[src/inc/dcc_defs.vh]
// Register offsets, field positions and reset values for the calibration register bank.
`ifndef DCC_DEFS_VH
`define DCC_DEFS_VH
`define DCC_IDX_PWRCFG 4'h7
`define DCC_IDX_CALEN 4'h8
`define DCC_IDX_GAIN 4'h9
`define DCC_IDX_OFFS 4'hA
`define DCC_IDX_STAT 4'hB
`define DCC_IDX_CODE 4'hE
`define DCC_IDX_MODE 4'hF
`define DCC_RST_ZERO 16'h0000
`define DCC_RST_STAT 16'h1000
`define DCC_ARM_LSB 0
`define DCC_ARM_MSB 1
`define DCC_NCL_LSB 2
`define DCC_NCL_MSB 5
`define DCC_NCL_RST 4'h0
`define DCC_NCL_MAXCUR 4'h9
`define DCC_NCL_V9 4'h2
`define DCC_NCL_V15 4'h7
`define DCC_NCL_V18 4'h9
`define DCC_ARM_POS 2'h1
`define DCC_ARM_NEG 2'h2
`define DCC_CALEN_BIT 0
`define DCC_GAIN_ONE 17'h10000
`define DCC_IDX_LSB 2
`define DCC_IDX_MSB 5
`define DCC_ALIGN_MSB 1
`define DCC_ADDR_MSB 31
`define DCC_WORD_MSB 15
`define DCC_VMODE_BIT 0
`define DCC_PROD_MSB 32
`define DCC_PROD_LSB 16
`define DCC_CODE_MAX 16'hFFFF
`define DCC_CODE_MIN 16'h0000
`endif

[src/dcc_cal_regs.v]
// APB register bank with clamp select, arm enable and output code calibration.
//
// The implementer's own choice: the APB slave port.
`timescale 1ns/1ps
`include "dcc_defs.vh"

module dcc_cal_regs (
    input wire mclk, // 40 MHz clock
    input wire rst, // synchronous reset, active high
    input wire psel, // APB select
    input wire penable, // APB enable
    input wire pwrite, // APB direction
    input wire [31:0] paddr, // APB byte address
    input wire [31:0] pwdata, // APB write data
    output wire pready, // APB ready
    output reg [31:0] prdata, // APB read data
    output wire pslverr, // APB error on unmapped address
    output wire [3:0] negativeArmClampSelect, // negative clamp code
    output wire clampCodeInvalid, // clamp code not valid in current mode
    output wire posArmEnable, // positive converter arm on
    output wire negArmEnable, // negative converter arm on
    output reg [15:0] converterCode // code sent to the converter
);

    ////////////////////////////////////////////////////////////////////////////
    // Register state and the next value of each register.

    reg [15:0] pwrCfg_q;
    reg [15:0] pwrCfg_d;
    reg [15:0] calEn_q;
    reg [15:0] calEn_d;
    reg [15:0] gain_q;
    reg [15:0] gain_d;
    reg [15:0] offs_q;
    reg [15:0] offs_d;
    reg [15:0] stat_q;
    reg [15:0] stat_d;
    reg [15:0] code_q;
    reg [15:0] code_d;
    reg voltMode_q;
    reg voltMode_d;
    reg clampBad_q;
    reg clampBad_d;
    reg [31:0] rdata_d;
    reg [15:0] outCode_d;
    reg [15:0] calCode;
    reg [15:0] rdWord;
    reg mapped;

    wire [3:0] idx;
    wire accessPhase;
    wire setupRead;
    wire wrStrobe;
    wire wrPwrCfg;
    wire wrCalEn;
    wire wrGain;
    wire wrOffs;
    wire wrStat;
    wire wrCode;
    wire wrMode;

    ////////////////////////////////////////////////////////////////////////////
    // Only aligned words inside the bank window are accepted; the rest is an error.

    function addrInBank;
        input [31:0] addr;
        begin
            addrInBank = ~|addr[`DCC_ADDR_MSB:`DCC_IDX_MSB + 1] &&
                ~|addr[`DCC_ALIGN_MSB:0];
        end
    endfunction

    function regExists;
        input [3:0] sel;
        begin
            case (sel)
                `DCC_IDX_PWRCFG: begin
                    regExists = 1'b1;
                end
                `DCC_IDX_CALEN: begin
                    regExists = 1'b1;
                end
                `DCC_IDX_GAIN: begin
                    regExists = 1'b1;
                end
                `DCC_IDX_OFFS: begin
                    regExists = 1'b1;
                end
                `DCC_IDX_STAT: begin
                    regExists = 1'b1;
                end
                `DCC_IDX_CODE: begin
                    regExists = 1'b1;
                end
                `DCC_IDX_MODE: begin
                    regExists = 1'b1;
                end
                default: begin
                    regExists = 1'b0;
                end
            endcase
        end
    endfunction

    function writeHit;
        input strobe;
        input [3:0] sel;
        input [3:0] want;
        begin
            writeHit = strobe && (sel == want);
        end
    endfunction

    ////////////////////////////////////////////////////////////////////////////
    // The flag is only advice: the field keeps whatever software writes.

    function clampInvalid;
        input [3:0] code;
        input volt;
        begin
            if (volt) begin
                clampInvalid = !(code == `DCC_NCL_V9 || code == `DCC_NCL_V15 ||
                    code == `DCC_NCL_V18);
            end else begin
                clampInvalid = (code > `DCC_NCL_MAXCUR);
            end
        end
    endfunction

    ////////////////////////////////////////////////////////////////////////////
    // Gain is read as a fraction of full scale plus one, so a zero word is unity.
    // The sum saturates rather than wraps, since a wrapped code would swing rails.

    function [15:0] calApply;
        input [15:0] code;
        input [15:0] gain;
        input [15:0] offs;
        reg [32:0] prod;
        reg [18:0] sum;
        begin
            prod = code * (`DCC_GAIN_ONE + {1'b0, gain});
            sum = {2'b00, prod[`DCC_PROD_MSB:`DCC_PROD_LSB]} + {{3{offs[15]}}, offs};
            if (sum[18] == 1'b1) begin
                calApply = `DCC_CODE_MIN;
            end else if (sum[17:16] != 2'b00) begin
                calApply = `DCC_CODE_MAX;
            end else begin
                calApply = sum[15:0];
            end
        end
    endfunction

    ////////////////////////////////////////////////////////////////////////////
    // Bus decode. Read data is fetched in the setup cycle, so it already stands
    // when the zero-wait access phase completes; this keeps pready tied high.

    assign idx = paddr[`DCC_IDX_MSB:`DCC_IDX_LSB];
    assign accessPhase = psel & penable;
    assign setupRead = psel & ~penable & ~pwrite;
    assign wrStrobe = accessPhase & pwrite & mapped;
    assign pready = 1'b1;
    assign pslverr = accessPhase & ~mapped;

    assign wrPwrCfg = writeHit(wrStrobe, idx, `DCC_IDX_PWRCFG);
    assign wrCalEn = writeHit(wrStrobe, idx, `DCC_IDX_CALEN);
    assign wrGain = writeHit(wrStrobe, idx, `DCC_IDX_GAIN);
    assign wrOffs = writeHit(wrStrobe, idx, `DCC_IDX_OFFS);
    assign wrStat = writeHit(wrStrobe, idx, `DCC_IDX_STAT);
    assign wrCode = writeHit(wrStrobe, idx, `DCC_IDX_CODE);
    assign wrMode = writeHit(wrStrobe, idx, `DCC_IDX_MODE);

    always @* begin
        mapped = addrInBank(paddr) && regExists(idx);
    end

    always @* begin
        rdWord = `DCC_RST_ZERO;
        case (idx)
            `DCC_IDX_PWRCFG: begin
                rdWord = pwrCfg_q;
            end
            `DCC_IDX_CALEN: begin
                rdWord = calEn_q;
            end
            `DCC_IDX_GAIN: begin
                rdWord = gain_q;
            end
            `DCC_IDX_OFFS: begin
                rdWord = offs_q;
            end
            `DCC_IDX_STAT: begin
                rdWord = stat_q;
            end
            `DCC_IDX_CODE: begin
                rdWord = code_q;
            end
            `DCC_IDX_MODE: begin
                rdWord = {15'h0000, voltMode_q};
            end
            default: begin
                rdWord = `DCC_RST_ZERO;
            end
        endcase
    end

    always @* begin
        rdata_d = prdata;
        if (setupRead && mapped) begin
            rdata_d = {`DCC_RST_ZERO, rdWord};
        end
    end

    ////////////////////////////////////////////////////////////////////////////
    // Next values of the storage registers.

    always @* begin
        pwrCfg_d = wrPwrCfg ? pwdata[`DCC_WORD_MSB:0] : pwrCfg_q;
        calEn_d = wrCalEn ? pwdata[`DCC_WORD_MSB:0] : calEn_q;
        gain_d = wrGain ? pwdata[`DCC_WORD_MSB:0] : gain_q;
        offs_d = wrOffs ? pwdata[`DCC_WORD_MSB:0] : offs_q;
        stat_d = wrStat ? pwdata[`DCC_WORD_MSB:0] : stat_q;
        code_d = wrCode ? pwdata[`DCC_WORD_MSB:0] : code_q;
        voltMode_d = wrMode ? pwdata[`DCC_VMODE_BIT] : voltMode_q;
        clampBad_d = clampInvalid(pwrCfg_d[`DCC_NCL_MSB:`DCC_NCL_LSB], voltMode_d);
    end

    always @(posedge mclk) begin
        if (rst) begin
            pwrCfg_q <= `DCC_RST_ZERO;
            calEn_q <= `DCC_RST_ZERO;
            gain_q <= `DCC_RST_ZERO;
            offs_q <= `DCC_RST_ZERO;
            stat_q <= `DCC_RST_STAT;
            code_q <= `DCC_RST_ZERO;
            voltMode_q <= 1'b0;
            clampBad_q <= 1'b0;
        end else begin
            pwrCfg_q <= pwrCfg_d;
            calEn_q <= calEn_d;
            gain_q <= gain_d;
            offs_q <= offs_d;
            stat_q <= stat_d;
            code_q <= code_d;
            voltMode_q <= voltMode_d;
            clampBad_q <= clampBad_d;
        end
    end

    always @(posedge mclk) begin
        if (rst) begin
            prdata <= {`DCC_RST_ZERO, `DCC_RST_ZERO};
        end else begin
            prdata <= rdata_d;
        end
    end

    ////////////////////////////////////////////////////////////////////////////
    // Clamp select and arm outputs come straight from the configuration flip-flops; the clamp flag comes from its own flip-flop.

    assign negativeArmClampSelect = pwrCfg_q[`DCC_NCL_MSB:`DCC_NCL_LSB];
    assign clampCodeInvalid = clampBad_q;
    assign posArmEnable = pwrCfg_q[`DCC_ARM_LSB];
    assign negArmEnable = pwrCfg_q[`DCC_ARM_MSB];

    ////////////////////////////////////////////////////////////////////////////
    // Output code path. The extra register costs one cycle of latency but keeps
    // the long multiply off the converter pins.

    always @* begin
        calCode = calApply(code_q, gain_q, offs_q);
        outCode_d = code_q;
        if (calEn_q[`DCC_CALEN_BIT]) begin
            outCode_d = calCode;
        end
    end

    always @(posedge mclk) begin
        if (rst) begin
            converterCode <= `DCC_RST_ZERO;
        end else begin
            converterCode <= outCode_d;
        end
    end

endmodule

[config.mk]
export PLATFORM = sky130hd
export DESIGN_NAME = dcc_cal_regs
export DESIGN_NICKNAME = d
export VERILOG_FILES = /design/src/dcc_cal_regs.v
export VERILOG_INCLUDE_DIRS = /design/src /design/src/inc
export SDC_FILE = /design/constraint.sdc
export NUM_CORES = 1
export LEC_CHECK = 0
export BUFFER_PORTS_ARGS = -buffer_cell sky130_fd_sc_hd__buf_2
export CAP_MARGIN = 5
export CORE_MARGIN = 2
export CORE_UTILIZATION = 50
export DETAILED_ROUTE_END_ITERATION = 12
export PLACE_DENSITY = 0.79
export SLEW_MARGIN = 30
export SYNTH_ARGS = -nofsm -noshare
export SYNTH_HDL_FRONTEND = slang
export SYNTH_SLANG_ARGS = --single-unit
[constraint.sdc]
create_clock -name mclk -period 10.43 [get_ports mclk]
set_input_delay 1.5645 -clock mclk [delete_from_list [all_inputs] [get_ports mclk]]
set_output_delay 1.5645 -clock mclk [all_outputs]
set_load 0.02 [all_outputs]
==> flow_summary.toml <==
[run_status]
outcome = "completed"

[pwr]
p_sw_uw = 287
ir_worst_vdd_mv = 0.141
power_uw = 1160
internal_power_uw = 871
power_frac_comb_pct = 3.9
p_clk_share_pct = 53.2
swShare_pct = 24.8
leakage_uw = 0.00752
seqPwrFrac_pct = 42.8
powerDensity_mw_per_mm2 = 70.6

[timing]
skew_ns = 0.0111
worst_pin_slew_ns = 0.958
fin_crit_sh_pct = 89.2
fmax_mhz = 108
min_period_ns = 9.30
relSlewSlack_pct = 36.0
rsz0062_at_grt = "false"
timing.setup.tns_ns = 0
finalHoldViolations = 0
setup_viol_count_final = 0
drv_slew = 0

[final_layout]
area_growth_pct = 7.64
fillers = 2677
final_area_sq_mm = 0.0164
drive_gt1_share_pct = 9.76
fin_nets = 2229

[route]
post_drt_wl_per_cell_microns = 18.2
vias_per_cell = 5.83
final_antenna_net_count = 0
first_pass_iters = 7
vias = 13000
drt_wl_total_mm = 40.7
drcViolationCount = 0
drtIter0Drc = 1125

[global_route]
grt_pass1_vias = 13500
grt_first_pass_wirelength_mm = 67.8
grt_max_degree = 72
track_usage_pct = 27.0
overflow = 0
antenna_found_initial = 2

[logic_synthesis]
ys.flop_type = "dfxtp_1"
ys_ff_latch = 130
synth_compound_area_share_pct = 13.0
synthAdderAreaFrac_pct = 37.2
synthXorXnorAreaFrac_pct = 1.67
synth_area_sq_mm = 0.0152
synth_top_family_by_area = "adder cells"
muxShareOfSynthArea_pct = 0.329
async_flop_share_pct = 0
synthSimpleGateAreaFrac_pct = 20.3
ys_types = 71
synthesis.yosys.warnings = 0
netlist_instances = 1832
synth_edf_count = 0
yosysSeqAreaShare_pct = 17.1
avgSynthCellArea_sq_um = 8.32

[floorplan]
start_util_pct = 51.1
rows = 63
coreArea_sq_mm = 0.0298
pin_count = 126
die_w_microns = 179
die_h_microns = 179
dieArea_sq_mm = 0.0319

[clocking]
clkSinkCount = 130
cts_htree_levels = 4
cts_buffers = 17
postCtsSetupBuffers = 0
worst_skew_pair.late_latency_ns = 0.42
postCtsHoldBufs = 0
cts.repair.resized = 0
clk_path_buf_depth = 2
clkSlewWorstSetupHoldPaths_ns = 0.06
cts_tree = "done"
root_buffer = "clkbuf_16"

[job]
maxCapViolCount = 0

[setup_path]
cp_max_fo = 19
cp.required_ns = 10.67
r2r_slack_ns = 1.13
start_kind = "flip-flop"
ff2ff_path_depth = 27
cp_data_arrival_time_ns = 9.54
critical_path_class = "flip-flop to flip-flop"
r2r-end = "converterCode[3]$_SDFF_PP0_"
timing.rr.start = "calApply.code[1]$_SDFFE_PP0P_"
crit_path_end_kind = "flip-flop"

[worst_hold_path]
min_to = "stat_q[10]$_SDFFE_PP0P_"
hold_path.class = "flip-flop to flip-flop"
holdPathStages = 2
hp-start = "stat_q[10]$_SDFFE_PP0P_"

[placed_design]
dp_hpwl_mm = 29.9
dpl_cell_area_sq_mm = 0.0158
place_congestion = 0.969
io_buffers = 92
-- through the flow --
stage	cells	util [%]	setup slack, ns	hold WS (ns)
floorplan	1847	-	2.46	0.436
global placement	2203	53.0	1.33	0.441
detailed placement	2203	53.0	1.27	0.446
CTS	2235	55.0	1.22	0.454
global route	2236	55.0	0.757	0.472
finish	2237	55.0	1.13	0.456
-- worst max path at each step --
| stage | start | end | slack (ns) | cells after the start |
|---|---|---|---|---|
| floorplan | calApply.code[2]$_SDFFE_PP0P_ | converterCode[12]$_SDFF_PP0_ | 2.46 | 31 |
| global placement | calApply.gain[11]$_SDFFE_PP0P_ | converterCode[3]$_SDFF_PP0_ | 1.33 | 27 |
| detailed placement | calApply.code[1]$_SDFFE_PP0P_ | converterCode[3]$_SDFF_PP0_ | 1.27 | 27 |
| CTS | calApply.code[1]$_SDFFE_PP0P_ | converterCode[3]$_SDFF_PP0_ | 1.22 | 27 |
| global route | calApply.code[1]$_SDFFE_PP0P_ | converterCode[3]$_SDFF_PP0_ | 0.76 | 27 |
| finish | calApply.code[1]$_SDFFE_PP0P_ | converterCode[3]$_SDFF_PP0_ | 1.13 | 27 |
-- layer usage --
metal	vias up	part of all wire (%)	track usage [%]
li1	5895	-	-
met3	96	8.1	4.58
met2	598	49	46.3
met5	-	0	0
met4	0	3.2	9.65
met1	6456	40	34.2
-- area by class of cell --
cell class,count,area (sq um),area share (%)
Antenna cell,2,5.00,0.0305
Clock buffer,17,425,2.59
Clock inverter,15,186,1.14
Inverter,250,938,5.72
Multi-Input combinational cell,1320,11100,67.9
Sequential cell,130,2600,15.9
Tap cell,390,488,2.98
Timing Repair Buffer,113,621,3.78
-- registers in the layout, indices dropped and copies added, names as in the netlist --
register,count
calApply.gain,16
voltMode_q,1
converterCode,16
calApply.code,16
clampCodeInvalid,1
calEn_q,16
pwrCfg_q,16
calApply.offs,16
stat_q,16
prdata,16
-- cell usage in the layout (no fill, tap or decap), types with 4 or more instances in the layout --
cell and count:
a31oi_1 4, buf_4 22, and2_1 115, dfxtp_1 130, nand2b_1 6, xnor2_1 16, a21oi_1 133, fa_1 208
nor2b_1 7, a21o_1 15, ha_1 120, nand3_1 113, a22oi_1 45, xor2_1 13, a211o_1 5, nor4_1 9
nor2_1 63, or3_1 4, nor3_1 9, a22o_1 4, nand2_1 268, inv_6 7, a31o_2 4, o21ai_0 36
mux2i_1 5, conb_1 17, nand4_1 22, clkbuf_16 17, o21a_1 5, a311oi_2 10, and3_1 5, inv_1 250
buf_2 91
-- power groups by stage --
| stage | sequential [uW] | combinational (uW) | clock (uW) |
|---|---|---|---|
| final | 496 | 45.3 | 617 |
| after global placement | 507 | 43.2 | 0 |
| after detailed placement | 507 | 43.8 | 0 |
| after floorplan | 507 | 28.1 | 0 |
| after CTS | 496 | 44.0 | 619 |
| after global routing | 496 | 48.0 | 642 |
-- synthesized netlist by cell type, types with 4 or more instances --
cell,count,area [sq um]
nor4_1,9,56.3
and3_1,5,31.3
nand2_1,268,1010
clkbuf_1,110,413
a211o_1,5,43.8
nor2_1,66,248
nand2b_1,6,37.5
nand3_1,113,566
nor2b_1,7,43.8
or3_1,4,25.0
o21a_1,5,37.5
nand4_1,22,138
a22o_1,4,35.0
buf_1,9,33.8
and2_1,115,719
xor2_1,13,114
buf_4,22,165
a22oi_1,45,338
ha_1,120,1500
nor3_1,11,55.1
xnor2_1,16,140
a21o_1,15,113
a31oi_1,4,25.0
mux2i_1,5,50.1
dfxtp_1,130,2600
a31o_2,4,35.0
o21ai_0,36,180
a311oi_2,10,150
a21oi_1,133,666
fa_1,208,4160
inv_1,250,938
-- cells by family (layout without fill, tap and decap cells) --
logic type                 after synthesis  in the layout
buffers and inverters                  397            395
DFF                                    130            130
AOI/OAI and AO/OA                      296            296
adders and majority gates              328            328
muxes                                    5              5
other                                    2             19
xor gates and xnor gates                29             29
and+or+nand+nor                        645            645
-- critical path: stages (launching register included) --
cell	delay, ns
dfxtp_1	0.93
nand2_1	0.19
fa_1	0.55
fa_1	0.51
fa_1	0.51
inv_1	0.05
fa_1	0.50
fa_1	0.52
inv_1	0.05
fa_1	0.47
inv_1	0.04
ha_1	0.32
a21oi_1	0.20
o211ai_1	0.16
a211o_1	0.30
o21ai_2	0.22
a21oi_1	0.18
a221oi_2	0.36
mux2i_1	0.12
a2111o_1	0.44
ha_1	0.41
a21oi_1	0.29
nand2_1	0.08
a31o_2	0.26
a221oi_2	0.31
a31o_2	0.27
and2_1	0.61
a311oi_2	0.26
Note: power is estimated with default switching activity, not from simulation.
